--- config.mk ---
export PLATFORM = sky130hd
export DESIGN_NAME = acd_amp_ctrl
export DESIGN_NICKNAME = d
export VERILOG_FILES = /design/src/verilog/acd_pkg.sv /design/src/verilog/acd_diag_if.sv /design/src/verilog/acd_amp_ctrl.sv /design/src/verilog/acd_diag_seq.sv
export SDC_FILE = /design/constraint.sdc
export NUM_CORES = 1
export LEC_CHECK = 0
export BUFFER_PORTS_ARGS = -buffer_cell sky130_fd_sc_hd__clkbuf_2
export CAP_MARGIN = 0
export CORE_UTILIZATION = 54
export CTS_CLUSTER_SIZE = 20
export DETAILED_ROUTE_END_ITERATION = 8
export MAX_ROUTING_LAYER = met4
export PLACE_DENSITY = 0.73
export SLEW_MARGIN = 20
export SYNTH_ARGS = -nofsm -noshare
export SYNTH_HDL_FRONTEND = slang
export SYNTH_HIERARCHICAL = 1
export SYNTH_SLANG_ARGS = --single-unit
export TNS_END_PERCENT = 1
--- constraint.sdc ---
create_clock -name core_clk -period 2.5 [get_ports core_clk]
set_clock_uncertainty 0.1 [all_clocks]
set_input_delay 0.125 -clock core_clk [delete_from_list [all_inputs] [get_ports core_clk]]
set_output_delay 0.125 -clock core_clk [all_outputs]
set_load 0.01 [all_outputs]
--- src/verilog/acd_pkg.sv ---
package acd_pkg;

  // Bus address: the upper seven bits of the address byte.
  localparam logic [6:0] DEV_ADDR = 7'h6c;
  localparam logic [2:0] NUM_WR_BYTES = 3'h2;
  localparam logic [1:0] LAST_RD_BYTE = 2'h3;

  // Field positions in the amplifier configuration byte.
  localparam int CFG_DIAG_EN = 6;
  localparam int CFG_OFFSET_EN = 5;
  localparam int CFG_FRONT_GAIN = 4;
  localparam int CFG_REAR_GAIN = 3;
  localparam int CFG_FRONT_UNMUTE = 2;
  localparam int CFG_REAR_UNMUTE = 1;
  localparam int CFG_CLIP_THR = 0;

  // Field positions in the operating control byte.
  localparam int CTL_FAST_MUTE = 5;
  localparam int CTL_AMP_ON = 4;
  localparam int CTL_LINE_DIAG = 3;

  // Field positions in the status bytes.
  localparam int ST_HI7 = 7;
  localparam int ST_HI6 = 6;
  localparam int FLT_LOAD = 3;
  localparam int FLT_OFFSET = 2;
  localparam int FLT_VS = 1;
  localparam int FLT_GND = 0;

  // Channel order on the bus.
  localparam int CH_LF = 0;
  localparam int CH_LR = 1;
  localparam int CH_RF = 2;
  localparam int CH_RR = 3;

  // Values after reset: standby, muted, diagnostics off.
  localparam logic [7:0] CFG_RESET = 8'h00;
  localparam logic [7:0] CTL_RESET = 8'h00;

  // Diagnostic timing.
  localparam int CLK_KHZ = 250000;
  localparam int T_RECHECK_MS = 1;
  localparam int T_CYCLE_MS = 100;
  localparam int RECHECK_CYC = T_RECHECK_MS * CLK_KHZ;
  localparam int CYCLE_CYC = T_CYCLE_MS * CLK_KHZ;
  localparam int CNT_W = 25;

  typedef enum logic [6:0] {
    BS_IDLE = 7'h01,
    BS_ADDR = 7'h02,
    BS_ACK_ADDR = 7'h04,
    BS_RX = 7'h08,
    BS_ACK_RX = 7'h10,
    BS_TX = 7'h20,
    BS_MACK = 7'h40
  } acd_bus_state_t;

  typedef enum logic [3:0] {
    DS_IDLE = 4'h1,
    DS_CHECK = 4'h2,
    DS_CYCLE = 4'h4,
    DS_DONE = 4'h8
  } acd_diag_state_t;

  // Assembles one status byte from two flag bits and a channel's faults.
  function automatic logic [7:0] acd_status_byte(input logic hi7, input logic hi6, input logic load,
                                                 input logic off, input logic vs, input logic gnd);
    acd_status_byte = {hi7, hi6, 2'h0, load, off, vs, gnd};
  endfunction

endpackage
--- src/verilog/acd_diag_if.sv ---
interface acd_diag_if;
  logic read_done;
  logic offset_arm;
  logic diag_en;
  logic offset_en;
  logic [3:0] flt_gnd_src;
  logic [3:0] flt_gnd_sink;
  logic [3:0] flt_vs;
  logic [3:0] flt_load;
  logic [3:0] flt_offset;
  logic [3:0] prot;
  logic [3:0] rep_gnd;
  logic [3:0] rep_vs;
  logic [3:0] rep_load;
  logic [3:0] rep_off;
  logic rep_done;

  modport bus (
    output read_done, offset_arm, diag_en, offset_en, flt_gnd_src, flt_gnd_sink, flt_vs, flt_load,
    flt_offset, prot,
    input rep_gnd, rep_vs, rep_load, rep_off, rep_done
  );
  modport seq (
    input read_done, offset_arm, diag_en, offset_en, flt_gnd_src, flt_gnd_sink, flt_vs, flt_load,
    flt_offset, prot,
    output rep_gnd, rep_vs, rep_load, rep_off, rep_done
  );
endinterface

--- src/verilog/acd_amp_ctrl.sv ---
module acd_amp_ctrl #(
  parameter int RECHECK_CYCLES = acd_pkg::RECHECK_CYC,
  parameter int CYCLE_CYCLES = acd_pkg::CYCLE_CYC
) (
  // Clock and reset.
  input wire logic core_clk,
  input wire logic rstn,
  // Serial bus pins, open drain data.
  input wire logic scl_in,
  input wire logic sda_in,
  output logic sda_out,
  output logic sda_oe_n,
  // Fault sensors, one bit per channel in bus order; thermal_warn is a single bit for the device.
  input wire logic [3:0] short_gnd_src,
  input wire logic [3:0] short_gnd_sink,
  input wire logic [3:0] short_vs,
  input wire logic [3:0] short_load,
  input wire logic [3:0] offset_high,
  input wire logic [3:0] prot_active,
  input wire logic thermal_warn,
  // Amplifier controls.
  output logic diag_enable,
  output logic offset_enable,
  output logic front_gain_16db,
  output logic rear_gain_16db,
  output logic front_unmute,
  output logic rear_unmute,
  output logic clip_thr_10pct,
  output logic fast_mute,
  output logic amp_on,
  output logic line_driver_diag
);

  acd_diag_if dif();

  logic [1:0] scl_sync, sda_sync;
  logic scl_d, sda_d;
  logic [24:0] flt_sync1, flt_sync2;
  logic scl_rise, scl_fall, bus_start, bus_stop;
  acd_pkg::acd_bus_state_t state, next_state;
  logic [3:0] bit_cnt, next_bit_cnt;
  logic [7:0] rx_sh, next_rx_sh;
  logic [7:0] tx_sh, next_tx_sh;
  logic [1:0] byte_idx, next_byte_idx;
  logic rw, next_rw;
  logic next_sda_oe_n;
  logic [7:0] amp_config_byte, next_amp_config_byte;
  logic [7:0] operating_control_byte, next_operating_control_byte;
  logic next_read_done, next_offset_arm;
  logic [7:0] left_front_status_byte, left_rear_status_byte;
  logic [7:0] right_front_status_byte, right_rear_status_byte;
  logic [7:0] tx_byte;
  logic [1:0] tx_idx;

  // Pin synchronisers; the first stage feeds only the second.
  // Resetting to the idle-high level keeps a false edge away after reset.
  always_ff @(posedge core_clk or negedge rstn) begin
    if (!rstn) begin
      scl_sync <= 2'h3;
      sda_sync <= 2'h3;
      scl_d <= 1'b1;
      sda_d <= 1'b1;
      flt_sync1 <= '0;
      flt_sync2 <= '0;
    end else begin
      scl_sync <= {scl_sync[0], scl_in};
      sda_sync <= {sda_sync[0], sda_in};
      scl_d <= scl_sync[1];
      sda_d <= sda_sync[1];
      flt_sync1 <= {thermal_warn, prot_active, offset_high, short_load, short_vs, short_gnd_sink, short_gnd_src};
      flt_sync2 <= flt_sync1;
    end
  end

  // Bus events seen on the synchronised lines.
  assign scl_rise = scl_sync[1] & ~scl_d;
  assign scl_fall = ~scl_sync[1] & scl_d;
  assign bus_start = scl_sync[1] & scl_d & sda_d & ~sda_sync[1];
  assign bus_stop = scl_sync[1] & scl_d & ~sda_d & sda_sync[1];

  // Sensor bits and control bits handed to the diagnostic sequencer.
  assign dif.flt_gnd_src = flt_sync2[3:0];
  assign dif.flt_gnd_sink = flt_sync2[7:4];
  assign dif.flt_vs = flt_sync2[11:8];
  assign dif.flt_load = flt_sync2[15:12];
  assign dif.flt_offset = flt_sync2[19:16];
  assign dif.prot = flt_sync2[23:20];
  assign dif.diag_en = amp_config_byte[acd_pkg::CFG_DIAG_EN];
  assign dif.offset_en = amp_config_byte[acd_pkg::CFG_OFFSET_EN];

  // Status bytes as read out; all four share the fault bit layout, while bits 7 and 6 carry per-byte flags, both zero in the right rear byte.
  assign left_front_status_byte = acd_pkg::acd_status_byte(flt_sync2[24], dif.rep_done,
    dif.rep_load[acd_pkg::CH_LF], dif.rep_off[acd_pkg::CH_LF],
    dif.rep_vs[acd_pkg::CH_LF], dif.rep_gnd[acd_pkg::CH_LF]);
  assign left_rear_status_byte = acd_pkg::acd_status_byte(dif.offset_en, 1'b0,
    dif.rep_load[acd_pkg::CH_LR], dif.rep_off[acd_pkg::CH_LR],
    dif.rep_vs[acd_pkg::CH_LR], dif.rep_gnd[acd_pkg::CH_LR]);
  assign right_front_status_byte = acd_pkg::acd_status_byte(amp_on, dif.diag_en,
    dif.rep_load[acd_pkg::CH_RF], dif.rep_off[acd_pkg::CH_RF],
    dif.rep_vs[acd_pkg::CH_RF], dif.rep_gnd[acd_pkg::CH_RF]);
  assign right_rear_status_byte = acd_pkg::acd_status_byte(1'b0, 1'b0,
    dif.rep_load[acd_pkg::CH_RR], dif.rep_off[acd_pkg::CH_RR],
    dif.rep_vs[acd_pkg::CH_RR], dif.rep_gnd[acd_pkg::CH_RR]);

  // Index of the byte to send next: the first after the address, then the following one, wrapping after the last.
  assign tx_idx = (state == acd_pkg::BS_MACK) && (byte_idx != acd_pkg::LAST_RD_BYTE) ? byte_idx + 1'b1 : 2'h0;

  // Byte chosen for transmission, in fixed channel order.
  always_comb begin
    case (tx_idx)
      2'h0: tx_byte = left_front_status_byte;
      2'h1: tx_byte = left_rear_status_byte;
      2'h2: tx_byte = right_front_status_byte;
      default: tx_byte = right_rear_status_byte;
    endcase
  end

  // Bus slave: address match, byte shifting, acknowledge and register writes.
  always_comb begin
    next_state = state;
    next_bit_cnt = bit_cnt;
    next_rx_sh = rx_sh;
    next_tx_sh = tx_sh;
    next_byte_idx = byte_idx;
    next_rw = rw;
    next_sda_oe_n = sda_oe_n;
    next_amp_config_byte = amp_config_byte;
    next_operating_control_byte = operating_control_byte;
    next_read_done = 1'b0;
    next_offset_arm = 1'b0;
    case (state)
      acd_pkg::BS_IDLE: next_sda_oe_n = 1'b1;
      acd_pkg::BS_ADDR, acd_pkg::BS_RX: begin
        if (scl_rise) begin
          next_rx_sh = {rx_sh[6:0], sda_sync[1]};
          next_bit_cnt = bit_cnt + 1'b1;
        end else if (scl_fall && bit_cnt == 4'h8) begin
          next_bit_cnt = 4'h0;
          if (state == acd_pkg::BS_ADDR) begin
            if (rx_sh[7:1] == acd_pkg::DEV_ADDR) begin
              next_rw = rx_sh[0];
              next_read_done = rx_sh[0];
              next_sda_oe_n = 1'b0;
              next_state = acd_pkg::BS_ACK_ADDR;
            end else begin
              next_state = acd_pkg::BS_IDLE;
            end
          end else if ({1'b0, byte_idx} < acd_pkg::NUM_WR_BYTES) begin
            if (byte_idx == 2'h0) begin
              next_amp_config_byte = rx_sh;
              next_offset_arm = rx_sh[acd_pkg::CFG_OFFSET_EN];
            end else begin
              next_operating_control_byte = rx_sh;
            end
            next_sda_oe_n = 1'b0;
            next_state = acd_pkg::BS_ACK_RX;
          end else begin
            next_state = acd_pkg::BS_IDLE;
          end
        end
      end
      acd_pkg::BS_ACK_ADDR: begin
        if (scl_fall) begin
          next_byte_idx = 2'h0;
          if (rw) begin
            next_tx_sh = tx_byte;
            next_sda_oe_n = tx_byte[7];
            next_state = acd_pkg::BS_TX;
          end else begin
            next_sda_oe_n = 1'b1;
            next_state = acd_pkg::BS_RX;
          end
        end
      end
      acd_pkg::BS_ACK_RX: begin
        if (scl_fall) begin
          next_sda_oe_n = 1'b1;
          next_byte_idx = byte_idx + 1'b1;
          next_state = acd_pkg::BS_RX;
        end
      end
      acd_pkg::BS_TX: begin
        if (scl_fall) begin
          if (bit_cnt == 4'h7) begin
            next_bit_cnt = 4'h0;
            next_sda_oe_n = 1'b1;
            next_state = acd_pkg::BS_MACK;
          end else begin
            next_bit_cnt = bit_cnt + 1'b1;
            next_tx_sh = {tx_sh[6:0], 1'b0};
            next_sda_oe_n = tx_sh[6];
          end
        end
      end
      acd_pkg::BS_MACK: begin
        if (scl_rise) begin
          // The master acknowledges low to ask for another byte.
          next_rw = ~sda_sync[1];
        end else if (scl_fall) begin
          if (rw) begin
            next_byte_idx = tx_idx;
            next_tx_sh = tx_byte;
            next_sda_oe_n = tx_byte[7];
            next_state = acd_pkg::BS_TX;
          end else begin
            next_state = acd_pkg::BS_IDLE;
          end
        end
      end
      default: next_state = acd_pkg::BS_IDLE;
    endcase
    // Start and stop take over from any state.
    // A start in mid-byte drops the byte in flight and listens for an address.
    if (bus_start) begin
      next_state = acd_pkg::BS_ADDR;
      next_bit_cnt = 4'h0;
      next_sda_oe_n = 1'b1;
    end else if (bus_stop) begin
      next_state = acd_pkg::BS_IDLE;
      next_sda_oe_n = 1'b1;
    end
  end

  // Bus slave registers.
  always_ff @(posedge core_clk or negedge rstn) begin
    if (!rstn) begin
      state <= acd_pkg::BS_IDLE;
      bit_cnt <= 4'h0;
      rx_sh <= 8'h00;
      tx_sh <= 8'h00;
      byte_idx <= 2'h0;
      rw <= 1'b0;
      sda_oe_n <= 1'b1;
      amp_config_byte <= acd_pkg::CFG_RESET;
      operating_control_byte <= acd_pkg::CTL_RESET;
      dif.read_done <= 1'b0;
      dif.offset_arm <= 1'b0;
    end else begin
      state <= next_state;
      bit_cnt <= next_bit_cnt;
      rx_sh <= next_rx_sh;
      tx_sh <= next_tx_sh;
      byte_idx <= next_byte_idx;
      rw <= next_rw;
      sda_oe_n <= next_sda_oe_n;
      amp_config_byte <= next_amp_config_byte;
      operating_control_byte <= next_operating_control_byte;
      dif.read_done <= next_read_done;
      dif.offset_arm <= next_offset_arm;
    end
  end

  // The data pin only ever pulls low.
  assign sda_out = 1'b0;

  // Amplifier controls straight from the instruction bytes.
  assign diag_enable = amp_config_byte[acd_pkg::CFG_DIAG_EN];
  assign offset_enable = amp_config_byte[acd_pkg::CFG_OFFSET_EN];
  assign front_gain_16db = amp_config_byte[acd_pkg::CFG_FRONT_GAIN];
  assign rear_gain_16db = amp_config_byte[acd_pkg::CFG_REAR_GAIN];
  assign front_unmute = amp_config_byte[acd_pkg::CFG_FRONT_UNMUTE];
  assign rear_unmute = amp_config_byte[acd_pkg::CFG_REAR_UNMUTE];
  assign clip_thr_10pct = amp_config_byte[acd_pkg::CFG_CLIP_THR];
  assign fast_mute = operating_control_byte[acd_pkg::CTL_FAST_MUTE];
  assign amp_on = operating_control_byte[acd_pkg::CTL_AMP_ON];
  assign line_driver_diag = operating_control_byte[acd_pkg::CTL_LINE_DIAG];

  // Diagnostic windows and result storage.
  acd_diag_seq #(
    .RECHECK_CYCLES(RECHECK_CYCLES),
    .CYCLE_CYCLES(CYCLE_CYCLES)
  ) u_diag (
    .core_clk(core_clk),
    .rstn(rstn),
    .dif(dif.seq)
  );

endmodule // acd_amp_ctrl

--- src/verilog/acd_diag_seq.sv ---
module acd_diag_seq #(
  parameter int RECHECK_CYCLES = acd_pkg::RECHECK_CYC,
  parameter int CYCLE_CYCLES = acd_pkg::CYCLE_CYC
) (
  // Clock and reset.
  input wire logic core_clk,
  input wire logic rstn,
  // Link to the bus side.
  acd_diag_if.seq dif
);

  acd_pkg::acd_diag_state_t state, next_state;
  logic [acd_pkg::CNT_W-1:0] cnt, next_cnt;
  logic [3:0] acc_gs, acc_gk, acc_vs, acc_ld, acc_off;
  logic [3:0] next_acc_gs, next_acc_gk, next_acc_vs, next_acc_ld, next_acc_off;
  logic off_blk, next_off_blk;
  logic [3:0] next_rep_gnd, next_rep_vs, next_rep_load, next_rep_off;
  logic next_rep_done;
  logic overload;
  logic cycle_end;

  assign overload = |dif.prot;
  assign cycle_end = (state == acd_pkg::DS_CYCLE) && (cnt == acd_pkg::CNT_W'(CYCLE_CYCLES - 1));

  // Measurement windows, overload recheck and the diagnostic cycle.
  always_comb begin
    next_state = state;
    next_cnt = cnt;
    next_rep_gnd = dif.rep_gnd;
    next_rep_vs = dif.rep_vs;
    next_rep_load = dif.rep_load;
    next_rep_off = dif.rep_off;
    next_rep_done = dif.rep_done;
    // Faults count only when stable over the whole period.
    next_acc_gs = acc_gs & dif.flt_gnd_src & {4{dif.diag_en}};
    next_acc_gk = acc_gk & dif.flt_gnd_sink & {4{dif.diag_en}};
    next_acc_vs = acc_vs & dif.flt_vs & {4{dif.diag_en}};
    next_acc_ld = acc_ld & dif.flt_load & {4{dif.diag_en}};
    next_acc_off = acc_off & dif.flt_offset;
    next_off_blk = off_blk | overload;
    case (state)
      acd_pkg::DS_IDLE: begin
        next_cnt = '0;
        if (dif.diag_en && overload) begin
          next_state = acd_pkg::DS_CHECK;
        end
      end
      acd_pkg::DS_CHECK: begin
        next_cnt = cnt + 1'b1;
        if (cnt == acd_pkg::CNT_W'(RECHECK_CYCLES - 1)) begin
          next_cnt = '0;
          next_state = overload ? acd_pkg::DS_CYCLE : acd_pkg::DS_IDLE;
        end
      end
      acd_pkg::DS_CYCLE: begin
        next_cnt = cnt + 1'b1;
        if (cycle_end) begin
          next_state = acd_pkg::DS_DONE;
        end
      end
      acd_pkg::DS_DONE: next_cnt = '0;
      default: next_state = acd_pkg::DS_IDLE;
    endcase
    if (!dif.diag_en) begin
      next_state = acd_pkg::DS_IDLE;
    end
    // A read reports the period just closed and restarts every window.
    if (dif.read_done) begin
      next_rep_vs = acc_vs;
      next_rep_gnd = acc_gs | (acc_gk & ~acc_vs);
      next_rep_load = acc_ld & ~acc_vs & ~acc_gs & ~acc_gk;
      next_rep_off = acc_off & {4{~off_blk & dif.offset_en}};
      next_rep_done = (state == acd_pkg::DS_DONE) || cycle_end;
      next_acc_gs = {4{dif.diag_en}};
      next_acc_gk = {4{dif.diag_en}};
      next_acc_vs = {4{dif.diag_en}};
      next_acc_ld = {4{dif.diag_en}};
      next_acc_off = 4'hf;
      // An overload in the restart cycle still blocks the new window.
      next_off_blk = overload;
      if (!cycle_end) begin
        next_state = acd_pkg::DS_IDLE;
        next_cnt = '0;
      end
    end
    // Writing the offset enable to one opens a fresh offset window.
    if (dif.offset_arm) begin
      next_acc_off = 4'hf;
      next_off_blk = overload;
    end
  end

  // State registers.
  always_ff @(posedge core_clk or negedge rstn) begin
    if (!rstn) begin
      state <= acd_pkg::DS_IDLE;
      cnt <= '0;
      acc_gs <= '0;
      acc_gk <= '0;
      acc_vs <= '0;
      acc_ld <= '0;
      acc_off <= '0;
      off_blk <= 1'b0;
      dif.rep_gnd <= '0;
      dif.rep_vs <= '0;
      dif.rep_load <= '0;
      dif.rep_off <= '0;
      dif.rep_done <= 1'b0;
    end else begin
      state <= next_state;
      cnt <= next_cnt;
      acc_gs <= next_acc_gs;
      acc_gk <= next_acc_gk;
      acc_vs <= next_acc_vs;
      acc_ld <= next_acc_ld;
      acc_off <= next_acc_off;
      off_blk <= next_off_blk;
      dif.rep_gnd <= next_rep_gnd;
      dif.rep_vs <= next_rep_vs;
      dif.rep_load <= next_rep_load;
      dif.rep_off <= next_rep_off;
      dif.rep_done <= next_rep_done;
    end
  end

endmodule // acd_diag_seq

Word-level counts from Yosys, hierarchy flattened:

Cells that the tools add are included.

* memory bits (read-only): 0
* bits in writable memories: 0
* latch bits: 0
* memories: 0
* logic and storage cells: 227
* output and inout port bits: 12
* register bits after elaboration: 169

* shift operators: 0
* div/mod/pow operators: 0
* multiply operators: 0
* eq/ne operators: 45
* add/subtract/negate cells: 3
* reductions and logical operators: 24
* order comparisons: 1
* muxes and demuxes: 89
* bitwise logic cells: 35

Operators by type and width (number)
* $mux 7: 11
* $mux 25: 3
* $pmux 25 s3: 1
* $mux 4: 17
* $and 4x4->4: 14
* $pmux 8 s3: 2
* $pmux 7 s6: 1
* $mux 8: 5
* $ne 4x4->1 const B: 10
* $mux 1: 33
* $ne 2x2->1 const B: 13
* $add 25x1->25 const B: 1
* $eq 25x18->1 const B: 1
* $eq 25x25->1 const B: 1
* $reduce_and 6->1: 4
* $pmux 4 s4: 1
* $eq 7x7->1 const B: 2
* $mux 2: 6
* $mux 6: 2
* $not 4->4: 3
* $reduce_and 11->1: 1
* $ne 5x5->1 const B: 2
* $reduce_and 9->1: 1
* $reduce_bool 3->1: 3
* other kinds (36): 59

Logic depth before layout (Yosys ltp):

* depth in word-level cells: 11
* depth in mapped cells: 9
* depth with buffers taken out: 7

Hierarchy:

The synthesis kept the hierarchy.

Modules (own cells, without submodules)
* acd_amp_ctrl: seq. area each 2462.4 um^2, times used 1, cells an instance 321, area an instance 3912.5 um^2
* acd_diag_seq: seq. area each 1677.9 um^2, times used 1, cells an instance 295, area an instance 3057.9 um^2

Least setup slack after synthesis:

No wires, ideal clock.

* kind: register -> register
* start point: register u_diag/cnt[8] in the netlist's numbering
* end point: register u_diag/cnt[7] in the netlist's numbering
* period minus slack after synthesis: 2.433 ns
* cell stages (with the launch flop): 7
* slack: 0.067 ns
* arrival time: 2.261 ns
* path through: dfrtp_1 > or4_1 > or3_1 > or4_4 > a22o_4 > buf_6 > nor2_1

* longest elaborated chain between the ends: 5
* elaborated cells between the ends (all ways): 7

Ends and longest elaborated chain
* start: declaration: RTL line acd_diag_seq.sv:13 `logic [acd_pkg::CNT_W-1:0] cnt, next_cnt;`
* start signal: assignment: RTL line acd_diag_seq.sv:111 `cnt <= next_cnt;`
* $eq 25x18->1: RTL line acd_diag_seq.sv:50 `if (cnt == acd_pkg::CNT_W'(RECHECK_CYCLES - 1)) begin`
* $mux 25: RTL line acd_diag_seq.sv:50
* $pmux 25 s3: RTL line acd_diag_seq.sv:41 `case (state)`
* $mux 25: RTL line acd_diag_seq.sv:81 `if (!cycle_end) begin`
* $mux 25 (*): RTL line acd_diag_seq.sv:68 `if (dif.read_done) begin`
* net u_diag.next_cnt, one bit: RTL line acd_diag_seq.sv:13

Mark *: on every way through the listed nets, which the timed path passes. The rest lies on a longest branch.
A chain may end at the register's enable or synchronous reset.

Worst setup path after layout:

* start point: register u_diag/cnt[9] in the netlist's numbering
* end point: register u_diag/cnt[13] in the netlist's numbering

* longest elaborated chain between the ends: 5
* elaborated cells between the ends (all ways): 8

Ends and longest elaborated chain (RTL line)
* $add 25x1->25 or $eq 25x18->1 (tied branches): acd_diag_seq.sv:49, acd_diag_seq.sv:56, acd_diag_seq.sv:50
* $mux 25: acd_diag_seq.sv:50
* $pmux 25 s3: acd_diag_seq.sv:41
* $mux 25: acd_diag_seq.sv:81
* $mux 25 (*): acd_diag_seq.sv:68
* net u_diag.next_cnt, one bit: acd_diag_seq.sv:13

Marked as above.

==> impl_metrics.py <==
metrics = {
    "clock_tree": {
        "root_buffer": "clkbuf_16",
        "tritoncts": "done",
        "clk_pin_slew_ns": 0.07,
        "clock_latency_ns": 0.42,
        "cts_buffers": 17,
        "cts.sinks": 165,
        "clockBufferDepth": 2,
        "post_cts_buffers": 0,
        "cts-htree-levels": 4,
    },
    "pwr": {
        "finalPower_mw": 6.15,
        "leakage_nw": 3.62,
        "irDropWorstVdd_v": 0.000579,
        "cellPowerDensity_nw_per_um2": 736,
    },
    "yosys": {
        "ys_warn_count": 6,
        "yosysUniqueCellTypes": 59,
        "yosys.area.top_type_share_pct": 56.0,
        "syn_area_sq_um": 6970,
        "ys_seq_area_share_pct": 59.4,
        "synthArstFlopShare_pct": 100,
        "synthCells": 616,
        "yosys.area.top_type": "dfrtp_1",
        "ys_ff_latch": 165,
        "synth_fp_nets": 650,
        "yosys_most_used_dff": "dfrtp_1",
        "synth_area_per_cell_sq_um": 11.3,
        "synth_top_cells_by_area": "dfrtp_1 56%, mux2_2 4.4%, dfstp_2 3.4%",
        "synth_edf_count": 0,
    },
    "outcome": {
        "status": "finished clean",
    },
    "global_routing": {
        "antenna_found_initial": 0,
        "grt_pass1_wl_microns": 24200,
        "grt_overflow": 0,
        "grt_usage_pct": 24.7,
        "grt_max_degree": 72,
        "grt_pass1_vias": 5004,
    },
    "place": {
        "portBuffers": 39,
        "place_hpwl_microns": 9850,
        "routabilityCongestion": 0.952,
        "placed_area_sq_um": 7490,
    },
    "finish": {
        "antenna_cells": 0,
        "area_growth_pct": 19.9,
        "drive_gt1_share_pct": 21.2,
        "finish.instance_area_sq_um": 8360,
        "nets": 738,
    },
    "timing": {
        "rsz0062_at_grt": "false",
        "max-slew-margin-rel_pct": 53.6,
        "report.final.setup_viol": 0,
        "fin_crit_sh_pct": 96.8,
        "fin_crit_ns": 2.42,
        "hold_viol_final": 0,
        "holdWs_ns": 0.175,
        "worstMarginPinSlew_ns": 0.697,
        "max_freq_ghz": 0.413,
        "slew_viol_final": 0,
        "tns_ns": 0,
    },
    "floorplanning": {
        "rows": 41,
        "die-area_sq_um": 13400,
        "ioPinCount": 41,
        "chipWidth_microns": 116,
        "core_sq_um": 12600,
        "dieHeight_microns": 116,
        "start_util_pct": 55.2,
    },
    "run": {
        "maxCapViolations": 0,
    },
    "routing": {
        "vias": 4979,
        "firstDrtPassIters": 5,
        "final_antenna_net_count": 0,
        "drtIter0Drc": 409,
        "viasPerCell": 5.60,
        "drc": 0,
        "wirelength_microns": 14800,
        "wl_per_cell_microns": 16.6,
    },
    "worst_setup_path": {
        "crit_type": "reg -> reg",
        "crit_path_max_fanout": 13,
        "critPathLaunchType": "flip-flop",
        "worstPathRequired_ns": 2.75,
        "end_kind": "flip-flop",
        "cp.arrival_ns": 2.67,
    },
    "hold_path": {
        "hold_path_class": "in -> async",
    },
}
## cell type report
| cell class | count | area (sq um) |
|---|---|---|
| Sequential cell | 165 | 4140 |
| Timing Repair Buffer | 97 | 732 |
| Clock inverter | 12 | 110 |
| Clock buffer | 20 | 457 |
| Tap cell | 172 | 215 |
| Multi-Input combinational cell | 406 | 2640 |
| Fill cell | 987 | 4260 |
| Inverter | 17 | 63.8 |
## state kept, by name (all words and copies together), names as in the netlist, 2 cells and up
signal	count
tx_sh	7
byte_idx	2
u_diag/cnt	25
u_diag/state	4
operating_control_byte	3
bit_cnt	4
sda_sync	2
u_diag/dif.rep_off	4
state	7
amp_config_byte	7
u_diag/dif.rep_gnd	4
u_diag/acc_off	4
flt_sync1	25
u_diag/dif.rep_vs	4
u_diag/acc_ld	4
rx_sh	8
scl_sync	2
flt_sync2	25
u_diag/acc_gs	4
u_diag/acc_vs	4
u_diag/acc_gk	4
u_diag/dif.rep_load	4
## per-layer routing
layer	GRT usage [%]	part of all wire [%]	vias up
li1	-	-	2353
met1	29.8	42	2502
met2	41.0	52	99
met3	5.28	3.9	25
met4	9.06	1.8	0
met5	-	0	-
## timing repair
action / in CTS / in global routing
gates resized for setup: 0 / 2
hold buffers: 28 / 0
hold endpoints to repair: 89 / 0
pin swaps: 1 / 1
setup endpoints to repair: 9 / 20
gates cloned: 0 / 1
## power breakdown
group          internal (mW)  switching (mW)  leakage, nW  total (mW)
sequential              2.81           0.103         2.15        2.91
combinational          0.340           0.441         1.20       0.781
clock                   1.36            1.10        0.277        2.46
## cells in the final DEF, fill, tap and decap left out, types with 7 or more instances in the layout
master	instances
clkbuf_2	38
nand3_1	18
mux2_2	27
nor2b_1	20
xor2_1	11
nor4b_1	17
nor3_1	15
inv_1	17
nor2_1	54
dfstp_2	9
a21oi_1	34
dlygate4sd3_1	28
buf_4	28
o22ai_1	7
o21ai_0	21
xnor2_1	18
nand4_1	12
dfrtp_1	156
nand2_1	43
o211ai_1	7
and3_1	8
clkbuf_16	17
nor4_1	10
## metrics by stage
stage	utilization [%]	cells	worst slack, ns
2_1_floorplan	-	616	0.0674
3_3_place_gp	59.3	828	0.0380
3_5_place_dp	59.3	828	0.00859
4_1_cts	66.1	888	0.0566
5_1_grt	66.2	889	0.00123
6_report	66.2	889	0.0800
## final timing paths
| path | startpoint | depth (start not counted) | slack [ns] | end |
|---|---|---|---|---|
| setup / recovery | u_diag/cnt[9] | 5 | 0.08 | u_diag/cnt[13] |
| hold / removal | rstn | 2 | 0.18 | flt_sync2[14] |
| setup reg to reg | u_diag/cnt[9] | 5 | 0.08 | u_diag/cnt[13] |
| hold reg to reg | flt_sync1[5] | 0 | 0.25 | flt_sync2[5] |
| max in group asynchronous | rstn | 3 | 1.35 | sda_d |
| min in group core_clk | sda_in | 2 | 0.23 | sda_sync[0] |
## worst max-delay path, cell delays in order (launching register included)
cell and delay (ns):
dfrtp_1 0.42, or4_1 0.50, or3_1 0.36, or4_4 0.49, a22o_4 0.34, nor2_1 0.14
## cell usage after synthesis, types with 5 or more instances
master    instances
clkbuf_1         14
nor4_1           10
a21o_1            5
buf_1             6
o22ai_1           7
nor2b_1          20
a21oi_1          34
nor4b_1          17
nand2b_1          6
nor3_1           15
nand4_1          12
o211ai_1          7
mux2i_1           6
nand3_1          18
nand2_1          43
xor2_1           11
inv_1            17
and3_1            8
o21ai_0          21
dfstp_2           9
nor2_1           55
dfrtp_1         156
xnor2_1          18
a22oi_1           5
nor3b_1           5
mux2_2           27
ha_1              5
## logic make-up after synthesis
group	Yosys count	synth area share [%]
compound gates	101	9.15
xor+xnor	29	3.64
fa+ha+maj	5	0.898
buf+inv	46	3.03
flops	165	59.4
mux	33	5.22
other cells	1	0.0538
simple gates	236	18.6
No activity file was read; power rests on OpenSTA's default activity.
